<file path="config.mk">
export PLATFORM = sky130hd
export DESIGN_NAME = smsc_manager
export DESIGN_NICKNAME = d
export VERILOG_FILES = /design/src/rtl/smsc_pkg.sv /design/src/rtl/smsc_manager.sv
export SDC_FILE = /design/constraint.sdc
export NUM_CORES = 1
export LEC_CHECK = 0
export BUFFER_PORTS_ARGS = -buffer_cell sky130_fd_sc_hd__buf_2
export CELL_PAD_IN_SITES_DETAIL_PLACEMENT = 1
export CELL_PAD_IN_SITES_GLOBAL_PLACEMENT = 1
export CORE_MARGIN = 2
export CORE_UTILIZATION = 43
export DETAILED_ROUTE_END_ITERATION = 8
export PLACE_DENSITY_LB_ADDON = 0.1
export SLEW_MARGIN = 20
export SYNTH_ARGS = -nofsm -noshare
export SYNTH_HDL_FRONTEND = slang
export SYNTH_SLANG_ARGS = --single-unit
</file>
<file path="constraint.sdc">
create_clock -name CORE_CLK -period 2.5 [get_ports CORE_CLK]
set_clock_uncertainty 0.15 [all_clocks]
set_input_delay 0.5 -clock CORE_CLK [delete_from_list [all_inputs] [get_ports CORE_CLK]]
set_output_delay 0.5 -clock CORE_CLK [all_outputs]
set_load 0.02 [all_outputs]
</file>
<file path="src/rtl/smsc_pkg.sv">
// smsc_pkg: constants, types and register map for the socket manager
// assumes a 32-bit apb master and one 200 MHz clock
package smsc_pkg;

  localparam int unsigned NTRIG = 8;
  localparam int unsigned NMOD = 4;
  localparam int unsigned MODW = 2;
  localparam int unsigned RSTW = 8;

  // register byte offsets
  localparam logic [7:0] ADDR_CONTROL = 8'h00;
  localparam logic [7:0] ADDR_STATUS = 8'h04;
  localparam logic [7:0] ADDR_SW_TRIGGER = 8'h08;
  localparam logic [7:0] ADDR_MOD_CFG = 8'h0c;
  localparam logic [7:0] ADDR_TRIG_MAP = 8'h10;
  localparam logic [7:0] ADDR_RESET_CYCLES = 8'h14;

  // control register command codes in bits 7:0
  localparam logic [7:0] CMD_SHUTDOWN = 8'h01;
  localparam logic [7:0] CMD_RESTART_NOSTAT = 8'h02;
  localparam logic [7:0] CMD_RESTART_STAT = 8'h03;
  localparam logic [7:0] CMD_PROCEED = 8'h04;
  localparam logic [7:0] CMD_USER_CTRL = 8'h05;

  // command argument field positions in the control word
  localparam int unsigned CTL_ARG_LSB = 8;
  localparam int unsigned CTL_FULL_BIT = 16;
  localparam int unsigned CTL_MOD_LSB = 17;
  localparam int unsigned UC_REMREQ = 8;
  localparam int unsigned UC_ISOL = 9;
  localparam int unsigned UC_RST = 10;
  localparam int unsigned UC_SWREM = 11;
  localparam int unsigned UC_SWUP = 12;

  // per-module config field layout, 4 bits per module
  localparam int unsigned MC_W = 4;
  localparam int unsigned MC_REMOVE_LSB = 0;
  localparam int unsigned MC_SWUP_BIT = 2;
  localparam int unsigned MC_RST_BIT = 3;

  // removal modes
  typedef enum logic [1:0] {
    SMSC_REM_NONE = 2'b00,
    SMSC_REM_HW = 2'b01,
    SMSC_REM_HW_SW = 2'b10,
    SMSC_REM_SW_HW = 2'b11
  } smsc_rem_t;

  // sequencer states
  typedef enum logic [3:0] {
    SMSC_S_SHUT = 4'b0000,
    SMSC_S_IDLE = 4'b0001,
    SMSC_S_HW_REM = 4'b0010,
    SMSC_S_SW_REM = 4'b0011,
    SMSC_S_CLR_REQ = 4'b0100,
    SMSC_S_CLR_XFER = 4'b0101,
    SMSC_S_LOAD_REQ = 4'b0110,
    SMSC_S_LOAD_XFER = 4'b0111,
    SMSC_S_SW_UP = 4'b1000,
    SMSC_S_MOD_RST = 4'b1001
  } smsc_state_t;

  localparam logic [31:0] RESET_CYCLES_RST = 32'h00000010;
  localparam logic [31:0] MOD_CFG_RST = 32'h00000000;
  localparam logic [31:0] TRIG_MAP_RST = 32'h0000e4e4;

  // manager outputs toward the socket
  typedef struct packed {
    logic remreq;
    logic isol;
    logic rst;
    logic swrem;
    logic swup;
  } smsc_outs_t;

  // fetch request toward shared fetch path
  typedef struct packed {
    logic req;
    logic start;
    logic clearing;
    logic [MODW-1:0] module_id;
  } smsc_fetch_t;

  // complete state of the manager
  typedef struct packed {
    smsc_state_t st;
    smsc_outs_t o;
    smsc_fetch_t f;
    logic full;
    logic [MODW-1:0] cur;
    logic [MODW-1:0] nxt;
    logic [NTRIG-1:0] pend;
    logic [NTRIG-1:0] trig_q1;
    logic [NTRIG-1:0] trig_q2;
    logic [NTRIG-1:0] trig_q3;
    logic [NTRIG-1:0] trig_lvl;
    logic ack_q1;
    logic ack_q2;
    logic ack_q3;
    logic ack;
    logic hw_done;
    logic sw_done;
    logic [RSTW-1:0] rcnt;
    logic [31:0] mod_cfg;
    logic [31:0] trig_map;
    logic [RSTW-1:0] rst_cycles;
    logic err;
    logic pready;
    logic [31:0] prdata;
    logic pslverr;
    logic [31:0] stat_data;
    logic intr;
  } smsc_regs_t;

endpackage

</file>
<file path="src/rtl/smsc_manager.sv">
// smsc_manager: one socket manager with apb register access
// assumes the fetch path grants one manager at a time and holds grant
// until done; trigger and removal grant inputs are asynchronous pins
// Function
// RULE1: two states; reset state chosen at build
// RULE2: load error shuts down unless disabled
// RULE3: active idles until trigger, then removes
// RULE4: four removal modes per module
// RULE5: removal request held until grant
// RULE6: module holds grant until removed
// RULE7: software removal: interrupt, request until Proceed
// RULE8: software-only modules tie grant high
// RULE9: isolate after removal until load succeeds
// RULE10: clearing mode loads clearing image first
// RULE11: request fetch path, then fetch image
// RULE12: clearing mode uses second separate request
// RULE13: software bring-up interrupt after load
// RULE14: module reset configurable level and length
// RULE15: isolation released entering module reset
// RULE16: after bring-up return to trigger watching
// RULE17: shut down ignores triggers, no load
// RULE18: Shutdown command enters shut down
// RULE19: restart without status keeps occupancy
// RULE20: restart with status takes supplied occupancy
// RULE21: User Control drives outputs when shut down
// RULE22: live grant visible on status
// RULE23: rising trigger edge activates, never cancelled
// RULE24: reset held three cycles minimum
// RULE25: fetch grant held until transfer completes
//
// The APB interface to the registers and the address map were chosen for this implementation.
`timescale 1ns/10ps
`default_nettype none

module smsc_manager #(
  parameter bit START_SHUT = 1'b0,
  parameter bit ERR_SHUTDOWN = 1'b1,
  parameter bit CLEARING = 1'b0,
  parameter bit RESET_LEVEL = 1'b1,
  parameter bit START_FULL = 1'b0
) (
  input wire logic CORE_CLK,
  input wire logic RST,
  input wire logic CE,
  input wire logic PSEL,
  input wire logic PENABLE,
  input wire logic PWRITE,
  input wire logic [7:0] PADDR,
  input wire logic [31:0] PWDATA,
  output logic [31:0] PRDATA,
  output logic PREADY,
  output logic PSLVERR,
  input wire logic [smsc_pkg::NTRIG-1:0] HARDWARE_TRIGGER_INPUTS,
  input wire logic MODULE_REMOVAL_GRANT,
  output logic MODULE_REMOVAL_REQUEST,
  output logic SOCKET_ISOLATE,
  output logic MODULE_RESET_OUT,
  output logic SOFTWARE_REMOVAL_REQUEST,
  output logic SOFTWARE_BRINGUP_REQUEST,
  output logic SOFTWARE_EVENT,
  output logic FETCH_REQ,
  input wire logic FETCH_GRANT,
  output logic FETCH_START,
  output logic FETCH_CLEARING,
  output logic [smsc_pkg::MODW-1:0] FETCH_MODULE,
  input wire logic FETCH_DONE,
  input wire logic FETCH_ERROR,
  output logic [31:0] STATUS_STREAM
);

  smsc_pkg::smsc_regs_t r;
  smsc_pkg::smsc_regs_t next_r;

  // field of a packed per-module config
  function automatic logic [smsc_pkg::MC_W-1:0] mod_field(
    input logic [31:0] cfg,
    input logic [smsc_pkg::MODW-1:0] m
  );
    mod_field = cfg[m * smsc_pkg::MC_W +: smsc_pkg::MC_W];
  endfunction

  // trigger to module map, MODW bits per trigger
  function automatic logic [smsc_pkg::MODW-1:0] map_trig(
    input logic [31:0] map,
    input int unsigned t
  );
    map_trig = map[t * smsc_pkg::MODW +: smsc_pkg::MODW];
  endfunction

  logic apb_wr;
  logic apb_rd;
  logic [7:0] cmd;
  logic [smsc_pkg::MC_W-1:0] cur_cfg;
  logic [smsc_pkg::MC_W-1:0] nxt_cfg;
  smsc_pkg::smsc_rem_t rem_mode;
  logic [smsc_pkg::NTRIG-1:0] rise;
  logic [smsc_pkg::NTRIG-1:0] sw_trig;
  logic shut_cmd;
  logic trig_found;
  logic [smsc_pkg::MODW-1:0] trig_mod;
  logic [smsc_pkg::NTRIG-1:0] trig_bit;

  // apb decode, first cycle of the access phase only
  assign apb_wr = PSEL && PENABLE && PWRITE && !r.pready;
  assign apb_rd = PSEL && PENABLE && !PWRITE && !r.pready;
  assign cmd = PWDATA[7:0];
  assign cur_cfg = mod_field(r.mod_cfg, r.cur);
  assign nxt_cfg = mod_field(r.mod_cfg, r.nxt);
  assign rem_mode = smsc_pkg::smsc_rem_t'(cur_cfg[smsc_pkg::MC_REMOVE_LSB +: 2]);
  assign shut_cmd = apb_wr && PADDR == smsc_pkg::ADDR_CONTROL && cmd == smsc_pkg::CMD_SHUTDOWN;

  // edge detect on agreeing synchroniser stages
  assign rise = r.trig_q2 & r.trig_q3 & ~r.trig_lvl;
  // register trigger bits, set by a write
  assign sw_trig = (apb_wr && PADDR == smsc_pkg::ADDR_SW_TRIGGER) ? PWDATA[smsc_pkg::NTRIG-1:0] : '0;

  // lowest pending trigger picks the module
  always_comb begin
    trig_found = 1'b0;
    trig_mod = '0;
    trig_bit = '0;
    for (int unsigned t = 0; t < smsc_pkg::NTRIG; t++) begin
      if (!trig_found && r.pend[t]) begin
        trig_found = 1'b1;
        trig_mod = map_trig(r.trig_map, t);
        trig_bit = smsc_pkg::NTRIG'(1) << t;
      end
    end
  end

  // next state of everything
  always_comb begin
    next_r = r;
    next_r.pready = 1'b0;
    next_r.pslverr = 1'b0;
    next_r.intr = 1'b0;
    next_r.f.start = 1'b0;
    // three-stage synchronisers
    next_r.trig_q1 = HARDWARE_TRIGGER_INPUTS;
    next_r.trig_q2 = r.trig_q1;
    next_r.trig_q3 = r.trig_q2;
    next_r.ack_q1 = MODULE_REMOVAL_GRANT;
    next_r.ack_q2 = r.ack_q1;
    next_r.ack_q3 = r.ack_q2;
    if (r.ack_q2 == r.ack_q3) begin
      next_r.ack = r.ack_q3;
    end
    // agreed trigger level, kept while stages differ
    next_r.trig_lvl = (r.trig_q2 & r.trig_q3) | (r.trig_lvl & (r.trig_q2 | r.trig_q3));
    // rising edge once stages agree; never cancelled; ignored when shut
    if (r.st != smsc_pkg::SMSC_S_SHUT) begin
      next_r.pend = next_r.pend | rise; // [RULE23]
      next_r.pend = next_r.pend | sw_trig; // [RULE3]
    end
    // sequencer
    case (r.st)
      // shut down: triggers dropped
      smsc_pkg::SMSC_S_SHUT: begin
        next_r.pend = '0; // [RULE17]
      end
      // idle: wait for a trigger
      smsc_pkg::SMSC_S_IDLE: begin
        if (trig_found) begin // [RULE3]
          next_r.pend = (r.pend & ~trig_bit) | rise | sw_trig; // [RULE23]
          next_r.nxt = trig_mod;
          next_r.hw_done = 1'b0;
          next_r.sw_done = 1'b0;
          // empty socket skips removal
          if (!r.full || rem_mode == smsc_pkg::SMSC_REM_NONE) begin
            next_r.st = CLEARING && r.full ? smsc_pkg::SMSC_S_CLR_REQ : smsc_pkg::SMSC_S_LOAD_REQ;
            next_r.o.isol = 1'b1; // [RULE9]
          end else if (rem_mode == smsc_pkg::SMSC_REM_SW_HW) begin // [RULE4]
            next_r.st = smsc_pkg::SMSC_S_SW_REM;
            next_r.o.swrem = 1'b1;
            next_r.intr = 1'b1; // [RULE7]
          end else begin
            next_r.st = smsc_pkg::SMSC_S_HW_REM;
            next_r.o.remreq = 1'b1; // [RULE5]
          end
        end
      end
      // hardware removal handshake
      smsc_pkg::SMSC_S_HW_REM: begin
        if (r.ack) begin // [RULE5] [RULE6]
          next_r.o.remreq = 1'b0;
          next_r.hw_done = 1'b1;
          if (rem_mode == smsc_pkg::SMSC_REM_HW_SW && !r.sw_done) begin
            next_r.st = smsc_pkg::SMSC_S_SW_REM;
            next_r.o.swrem = 1'b1;
            next_r.intr = 1'b1; // [RULE7]
          end else begin
            next_r.st = CLEARING ? smsc_pkg::SMSC_S_CLR_REQ : smsc_pkg::SMSC_S_LOAD_REQ; // [RULE10]
            next_r.o.isol = 1'b1; // [RULE9]
          end
        end
      end
      // software removal, wait for Proceed
      smsc_pkg::SMSC_S_SW_REM: begin
        if (apb_wr && PADDR == smsc_pkg::ADDR_CONTROL && cmd == smsc_pkg::CMD_PROCEED) begin // [RULE7]
          next_r.o.swrem = 1'b0;
          next_r.sw_done = 1'b1;
          if (rem_mode == smsc_pkg::SMSC_REM_SW_HW && !r.hw_done) begin // [RULE8]
            next_r.st = smsc_pkg::SMSC_S_HW_REM;
            next_r.o.remreq = 1'b1;
          end else begin
            next_r.st = CLEARING ? smsc_pkg::SMSC_S_CLR_REQ : smsc_pkg::SMSC_S_LOAD_REQ;
            next_r.o.isol = 1'b1; // [RULE9]
          end
        end
      end
      // ask for the shared fetch path
      smsc_pkg::SMSC_S_CLR_REQ, smsc_pkg::SMSC_S_LOAD_REQ: begin
        next_r.f.req = 1'b1; // [RULE11]
        next_r.f.clearing = r.st == smsc_pkg::SMSC_S_CLR_REQ; // [RULE10]
        next_r.f.module_id = r.st == smsc_pkg::SMSC_S_CLR_REQ ? r.cur : r.nxt;
        if (r.f.req && FETCH_GRANT) begin // [RULE25]
          next_r.f.start = 1'b1;
          next_r.st = r.st == smsc_pkg::SMSC_S_CLR_REQ ? smsc_pkg::SMSC_S_CLR_XFER : smsc_pkg::SMSC_S_LOAD_XFER;
        end
      end
      // image transfer in flight
      smsc_pkg::SMSC_S_CLR_XFER, smsc_pkg::SMSC_S_LOAD_XFER: begin
        if (FETCH_DONE || FETCH_ERROR) begin
          next_r.f.req = 1'b0; // [RULE25]
          // error leaves the socket empty
          if (FETCH_ERROR) begin
            next_r.err = 1'b1;
            next_r.full = 1'b0;
            next_r.st = ERR_SHUTDOWN ? smsc_pkg::SMSC_S_SHUT : smsc_pkg::SMSC_S_IDLE; // [RULE2]
          end else if (r.st == smsc_pkg::SMSC_S_CLR_XFER) begin
            // cleared, new image next
            next_r.full = 1'b0;
            next_r.st = smsc_pkg::SMSC_S_LOAD_REQ; // [RULE12]
          end else begin
            // new module now occupies the socket
            next_r.full = 1'b1;
            next_r.cur = r.nxt;
            if (nxt_cfg[smsc_pkg::MC_SWUP_BIT]) begin
              next_r.st = smsc_pkg::SMSC_S_SW_UP;
              next_r.o.swup = 1'b1;
              next_r.intr = 1'b1; // [RULE13]
            end else if (nxt_cfg[smsc_pkg::MC_RST_BIT]) begin
              next_r.st = smsc_pkg::SMSC_S_MOD_RST;
              next_r.o.isol = 1'b0; // [RULE15]
              next_r.o.rst = 1'b1;
              next_r.rcnt = r.rst_cycles;
            end else begin
              next_r.st = smsc_pkg::SMSC_S_IDLE; // [RULE16]
              next_r.o.isol = 1'b0; // [RULE9]
            end
          end
        end
      end
      // software bring-up, still isolated
      smsc_pkg::SMSC_S_SW_UP: begin
        if (apb_wr && PADDR == smsc_pkg::ADDR_CONTROL && cmd == smsc_pkg::CMD_PROCEED) begin // [RULE13]
          next_r.o.swup = 1'b0;
          next_r.o.isol = 1'b0; // [RULE15]
          if (cur_cfg[smsc_pkg::MC_RST_BIT]) begin
            next_r.st = smsc_pkg::SMSC_S_MOD_RST;
            next_r.o.rst = 1'b1;
            next_r.rcnt = r.rst_cycles;
          end else begin
            next_r.st = smsc_pkg::SMSC_S_IDLE; // [RULE16]
          end
        end
      end
      // timed module reset
      smsc_pkg::SMSC_S_MOD_RST: begin
        if (r.rcnt <= smsc_pkg::RSTW'(1)) begin // [RULE14]
          next_r.o.rst = 1'b0;
          next_r.st = smsc_pkg::SMSC_S_IDLE; // [RULE16]
        end else begin
          next_r.rcnt = r.rcnt - smsc_pkg::RSTW'(1);
        end
      end
      // unused codes fall back to shut
      default: begin
        next_r.st = smsc_pkg::SMSC_S_SHUT;
      end
    endcase
    // register writes
    if (apb_wr) begin
      case (PADDR)
        // restart and user control need shut
        smsc_pkg::ADDR_CONTROL: begin
          if (r.st == smsc_pkg::SMSC_S_SHUT) begin
            if (cmd == smsc_pkg::CMD_RESTART_NOSTAT) begin
              next_r.st = smsc_pkg::SMSC_S_IDLE; // [RULE19]
              next_r.o = '0;
            end else if (cmd == smsc_pkg::CMD_RESTART_STAT) begin
              next_r.st = smsc_pkg::SMSC_S_IDLE; // [RULE20]
              next_r.o = '0;
              next_r.full = PWDATA[smsc_pkg::CTL_FULL_BIT];
              next_r.cur = PWDATA[smsc_pkg::CTL_MOD_LSB +: smsc_pkg::MODW];
            end else if (cmd == smsc_pkg::CMD_USER_CTRL) begin // [RULE21]
              next_r.o.remreq = PWDATA[smsc_pkg::UC_REMREQ];
              next_r.o.isol = PWDATA[smsc_pkg::UC_ISOL];
              next_r.o.rst = PWDATA[smsc_pkg::UC_RST];
              next_r.o.swrem = PWDATA[smsc_pkg::UC_SWREM];
              next_r.o.swup = PWDATA[smsc_pkg::UC_SWUP];
            end
          end
        end
        // configuration words
        smsc_pkg::ADDR_MOD_CFG: next_r.mod_cfg = PWDATA;
        smsc_pkg::ADDR_TRIG_MAP: next_r.trig_map = PWDATA;
        smsc_pkg::ADDR_RESET_CYCLES: next_r.rst_cycles = PWDATA[smsc_pkg::RSTW-1:0];
        default: begin
        end
      endcase
    end
    // shutdown wins over any sequencer step; only a restart command leaves it
    if (shut_cmd) begin // [RULE18]
      next_r.st = smsc_pkg::SMSC_S_SHUT;
      next_r.f.req = 1'b0;
      next_r.pend = '0;
    end
    // status word: state, module, full, grant, error, pending triggers
    next_r.stat_data = {r.pend, 15'h0000, r.err, r.ack, r.full, 2'(r.cur), r.st}; // [RULE22]
    // apb answer one cycle after access phase starts
    if (PSEL && PENABLE && !r.pready) begin
      next_r.pready = 1'b1;
      next_r.prdata = '0;
      // read data, or error for holes
      if (apb_rd) begin
        case (PADDR)
          smsc_pkg::ADDR_STATUS: next_r.prdata = next_r.stat_data;
          smsc_pkg::ADDR_MOD_CFG: next_r.prdata = r.mod_cfg;
          smsc_pkg::ADDR_TRIG_MAP: next_r.prdata = r.trig_map;
          smsc_pkg::ADDR_RESET_CYCLES: next_r.prdata = 32'(r.rst_cycles);
          smsc_pkg::ADDR_CONTROL, smsc_pkg::ADDR_SW_TRIGGER: next_r.prdata = '0;
          default: next_r.pslverr = 1'b1;
        endcase
      end else if (PADDR > smsc_pkg::ADDR_RESET_CYCLES || PADDR[1:0] != 2'h0) begin
        next_r.pslverr = 1'b1;
      end
    end
  end

  // state register, frozen while CE low
  always_ff @(posedge CORE_CLK) begin
    if (RST) begin // [RULE24]
      r <= '0;
      // build option picks the reset state
      r.st <= START_SHUT ? smsc_pkg::SMSC_S_SHUT : smsc_pkg::SMSC_S_IDLE; // [RULE1]
      r.full <= START_FULL;
      r.mod_cfg <= smsc_pkg::MOD_CFG_RST;
      r.trig_map <= smsc_pkg::TRIG_MAP_RST;
      r.rst_cycles <= smsc_pkg::RESET_CYCLES_RST[smsc_pkg::RSTW-1:0];
    end else if (CE) begin
      r <= next_r;
    end
  end

  // outputs from flip-flops; reset level applied at the pin
  assign MODULE_REMOVAL_REQUEST = r.o.remreq;
  assign SOCKET_ISOLATE = r.o.isol;
  assign MODULE_RESET_OUT = r.o.rst ? RESET_LEVEL : !RESET_LEVEL; // [RULE14]
  assign SOFTWARE_REMOVAL_REQUEST = r.o.swrem;
  assign SOFTWARE_BRINGUP_REQUEST = r.o.swup;
  assign SOFTWARE_EVENT = r.intr;
  assign FETCH_REQ = r.f.req;
  assign FETCH_START = r.f.start;
  assign FETCH_CLEARING = r.f.clearing;
  assign FETCH_MODULE = r.f.module_id;
  assign PRDATA = r.prdata;
  assign PREADY = r.pready;
  assign PSLVERR = r.pslverr;
  assign STATUS_STREAM = r.stat_data;

endmodule

`default_nettype wire

</file>
Word level (Yosys, flattened, before mapping)
Cells that the tools add are included.
{"block": "word_totals", "in_bits": 58, "regBits": 198, "elab_cells": 276}
{"block": "op_classes", "n_eq_ne": 34, "bitwise": 12, "order_cmp": 2, "shifts": 2, "n_addsub": 1, "muxes": 132, "n_reduce_logical": 59}
{"operator": "8-bit two-way mux", "n": 19}
{"operator": "32-bit case mux with 4 select lines", "n": 1}
{"operator": "32-bit by 5-bit indexed part select with 4-bit output", "n": 2}
{"operator": "1-bit two-way mux", "n": 48}
{"operator": "4-bit two-way mux", "n": 12}
{"operator": "8-bit bitwise OR", "n": 6}
{"operator": "2-bit two-way mux", "n": 19}
{"operator": "9-bit two-way mux", "n": 4}
{"operator": "34-bit two-way mux", "n": 1}
{"operator": "8-bit AND", "n": 4}
{"operator": "32-bit two-way mux", "n": 1}
{"operator": "4-bit case mux with 8 select lines", "n": 1}
{"operator": "3-bit two-way mux", "n": 10}
{"operator": "8-bit by 3-bit == test with 1-bit output (second input constant)", "n": 3}
{"operator": "8-bit case mux with 3 select lines", "n": 1}
{"operator": "2-bit != test (second input constant)", "n": 11}
{"operator": "1-bit logical AND", "n": 20}
{"operator": "6-bit two-way mux", "n": 3}
{"operator": "4-bit by 3-bit == test with 1-bit output (second input constant)", "n": 4}
{"operator": "8-bit by 2-bit == test with 1-bit output (second input constant)", "n": 2}
{"operator": "8-bit by 4-bit == test with 1-bit output (second input constant)", "n": 2}
{"operator": "8-bit by 5-bit == test with 1-bit output (second input constant)", "n": 2}
{"operator": "8-bit inverter", "n": 2}
{"operator": "8-bit case mux with 2 select lines", "n": 1}
{"operator": "28 further kinds", "n": 63}

Logic depth before layout (Yosys ltp)
{"block": "depth", "word_depth": 31, "depth_mapped": 9, "ltp_nobuf": 8}

Least setup slack after synthesis
Ideal clock, no wire load.
{"block": "synth_timing", "path_kind": "input-to-reg", "start": "input port PADDR[0]", "end": "register r, in the netlist PRDATA[31]", "path_slack_ns": 0.195, "cell_stages": 8, "arrival_time_ns": 2.089, "n_path_buf": 3, "cell_sequence": "nor4_2 nand2b_1 buf_2 or4_1 buf_2 buf_6 a2bb2oi_1 nor2_1"}
{"block": "synth_between", "elab_chain_len": 3, "elab_cells_between_ends": 6, "cone_classes": "4 x eq/ne; 2 x mux"}
{"element": "start: declaration", "line": "smsc_manager.sv:48", "text": "input wire logic [7:0] PADDR,"}
{"element": "8-bit by 5-bit == test with 1-bit output, or another cell as far along", "line": "smsc_manager.sv:327", "text": "case (PADDR)"}
{"element": "32-bit case mux with 4 select lines (*)", "line": "smsc_manager.sv:327"}
{"element": "32-bit two-way mux (*)", "line": "smsc_manager.sv:326", "text": "if (apb_rd) begin"}
{"element": "end signal: assignment", "line": "smsc_manager.sv:352", "text": "r <= next_r;"}
{"element": "end: declaration", "line": "smsc_manager.sv:71", "text": "smsc_pkg::smsc_regs_t r;"}
Every way passes the cells marked *; elsewhere a longest branch is shown, timed or not.
A chain may end at the register's enable or synchronous reset.

Final worst setup path
{"block": "layout_timing", "start": "register r, in the netlist next_r[2]", "end": "register r, in the netlist SOCKET_ISOLATE"}
{"block": "layout_between", "elab_chain_len": 11, "elab_cells_between_ends": 18, "cone_classes": "6 x eq/ne; 10 x mux; 2 x reduce/logical"}
{"element": "4-bit by 3-bit == test with 1-bit output", "line": "smsc_manager.sv:156, smsc_manager.sv:230"}
{"element": "2-bit two-way mux", "line": "smsc_manager.sv:230", "text": "end else if (r.st == smsc_pkg::SMSC_S_CLR_XFER) begin"}
{"element": "2-bit two-way mux", "line": "smsc_manager.sv:226", "text": "if (FETCH_ERROR) begin"}
{"element": "2-bit two-way mux", "line": "smsc_manager.sv:223", "text": "if (FETCH_DONE || FETCH_ERROR) begin"}
{"element": "1-bit case mux with 5 select lines", "line": "smsc_manager.sv:156", "text": "case (r.st)"}
{"element": "5-bit two-way mux", "line": "smsc_manager.sv:296", "text": "end else if (cmd == smsc_pkg::CMD_USER_CTRL) begin"}
{"element": "5-bit two-way mux", "line": "smsc_manager.sv:291", "text": "end else if (cmd == smsc_pkg::CMD_RESTART_STAT) begin"}
{"element": "9-bit two-way mux", "line": "smsc_manager.sv:288", "text": "if (cmd == smsc_pkg::CMD_RESTART_NOSTAT) begin"}
{"element": "9-bit two-way mux", "line": "smsc_manager.sv:287", "text": "if (r.st == smsc_pkg::SMSC_S_SHUT) begin"}
{"element": "9-bit two-way mux", "line": "smsc_manager.sv:284", "text": "case (PADDR)"}
{"element": "9-bit two-way mux (*)", "line": "smsc_manager.sv:283", "text": "if (apb_wr) begin"}
Marks and branches as above.

==> impl_metrics.yaml <==
outcome:
  status: "completed"
layout:
  antenna_cells: 0
  final_util_pct: 50.4
  final_cell_mix: "dfxtp_1, nand2_1, nor2_1"
  fillCellCount: 2706
  area_growth_pct: 14.6
  drive_above_1_share_pct: 20.3
  nNetsFinal: 1310
  layout_commonest_cell: "dfxtp_1"
clock_tree:
  insertion_delay_ns: 0.44
  cts_setup_buffers: 0
  cts_inserted_buffers: 17
  ctsHoldBuffers: 0
  clk_path_buf_depth: 2
  post_cts_resized: 0
  clockRootBuffer: "clkbuf_16"
  clock-sinks: 198
  cts.clk_slew.worst_paths_ns: 0.08
  htreeDepth: 4
  cts_tree: "yes"
critical_path:
  crit_path_cell_trace: "buf_4 > nor2b_2 > nand2b_1 > or4_1 > o21ai_1 > a211oi_1 > a21oi_1"
  critPathLaunchType: "flip-flop"
  slowest_stage: "or4_1"
  crit_type: "flip-flop to flip-flop"
  endpoint_kind: "flip-flop"
  cp.arrival_ns: 2.63
  required_ns: 2.72
  cpPeakStageDelay_ns: 0.52
  critPathMaxFanout: 13
floorplan:
  die_w_um: 154
  io_pins: 135
  rows: 54
  initial_core_util_pct: 44.0
  dieArea_mm2: 0.0236
  core_area_mm2: 0.0219
  die_height_um: 154
synth:
  netlist_area_mm2: 0.00963
  synth-edff-count: 0
  ys_types: 69
  synthCells: 1167
  ys_seq_elements: 198
  synth-seq-area-share_pct: 41.2
  synth_warnings: 0
  synthFlopType: "dfxtp_1"
  avgSynthCellArea_um2: 8.25
  async_flop_share_pct: 0
sta:
  setup_violations: 0
  max_clock_freq_mhz: 415
  tns_ns: 0
  grt_setup_unrepaired: "false"
  tightest_slew_ns: 0.682
  fin_crit_ns: 2.41
  fin_crit_sh_pct: 96.5
  hold_viol_final: 0
  drv_slew: 0
  max-slew-margin-rel_pct: 54.1
routing:
  route.detailed.drc: 0
  wirelength_um: 30400
  vias: 8673
  vias_per_cell: 5.62
  ant_nets: 0
  wire_per_inst_um: 19.7
  first_iter_violations: 518
  firstDrtPassIters: 5
global_route:
  grt_max_degree: 63
  antenna_found_initial: 0
  grt_pass1_wl_um: 47900
  first_global_vias: 8706
  grt_overflow_total: 0
  grt_usage_pct: 25.7
placement:
  place.gp.congestion: 0.882
  hpwlAfterDp_um: 22200
  portBuffers: 119
power:
  leakage_nw: 4.43
  power-per-cell-area_mw_per_mm2: 577
  ir_worst_vdd_mv: 0.410
run:
  drv_cap: 0
min_path:
  hold_class: "input port to flip-flop"
-- where the power goes --
group / internal [W] / switching, W / total (W)
sequential: 0.00317 / 0.0000144 / 0.00319
combinational: 0.000128 / 0.000240 / 0.000368
clock: 0.00143 / 0.00137 / 0.00280
-- sequential cells by signal, summed over array words and instances (netlist names) --
signal and flops:
SOFTWARE_REMOVAL_REQUEST 1, PSLVERR 1, FETCH_START 1, PRDATA 32
FETCH_MODULE 2, r 102, next_r 35, MODULE_REMOVAL_REQUEST 1
STATUS_STREAM 17, SOCKET_ISOLATE 1, SOFTWARE_EVENT 1, FETCH_REQ 1
SOFTWARE_BRINGUP_REQUEST 1, FETCH_CLEARING 1, PREADY 1
-- per-stage QoR --
step                hold slack, ns  std cells  worst slack [ns]  total power, W  cell area [µm²]
floorplan                    0.276       1181             0.195         0.00347             9680
global placement             0.289       1511           -0.0467         0.00362            10400
detailed placement           0.286       1511            -0.108         0.00362            10400
finish                       0.137       1543            0.0887         0.00636            11000
CTS                          0.125       1543            0.0464         0.00642            11000
global route                 0.141       1543           0.00889         0.00658            11000
-- critical path, delay by kind of cell (launching register included) --
family / cells / cell delay, ns
simple gates: 3 / 0.88
compound gates: 3 / 0.54
flops: 1 / 0.51
buf+inv: 1 / 0.26
-- final cells by class --
cell class,count,area (µm²),share of cell area (%)
Clock buffer,18,429,3.89
Sequential cell,198,3970,36.0
Clock inverter,14,163,1.48
Tap cell,280,350,3.18
Multi-Input combinational cell,821,4820,43.7
Inverter,11,41.3,0.374
Timing Repair Buffer,201,1260,11.4
-- Yosys cell counts, types with 16 or more instances --
cell | count | area (µm²)
buf_4 | 67 | 503
a21oi_1 | 124 | 621
nand2_1 | 177 | 664
buf_2 | 17 | 85.1
clkbuf_1 | 60 | 225
nor2_1 | 139 | 522
dfxtp_1 | 198 | 3960
mux2i_1 | 64 | 641
nand3b_1 | 16 | 120
o21ai_0 | 44 | 220
a2bb2oi_1 | 41 | 359
a22oi_1 | 19 | 143
-- final timing paths --
kind	slack [ns]	cells after the start	start	endpoint
setup / recovery	0.09	7	next_r[2]$_SDFFE_PP0P_	SOCKET_ISOLATE$_SDFFE_PP0P_
hold / removal	0.14	3	PWDATA[15]	r[91]$_SDFFE_PP1P_
setup reg to reg	0.09	7	next_r[2]$_SDFFE_PP0P_	SOCKET_ISOLATE$_SDFFE_PP0P_
hold reg to reg	0.30	2	PRDATA[2]$_SDFFE_PP0P_	PRDATA[2]$_SDFFE_PP0P_
-- kinds of logic after synthesis --
family          Yosys count  share of synthesized area (%)
simple gates            440                           21.7
fa+ha+maj                 2                          0.260
other cells               1                         0.0390
flops                   198                           41.2
xor+xnor                  2                          0.182
mux                      69                           7.83
compound gates          293                           19.4
buf+inv                 162                           9.39
-- layer usage --
metal | global-route usage [%] | share of wire, %
met4 | 7.60 | 2.6
met3 | 4.23 | 3.9
met1 | 34.0 | 46
met5 | 0 | 0
met2 | 43.2 | 48
(Power assumes the default switching activity.)
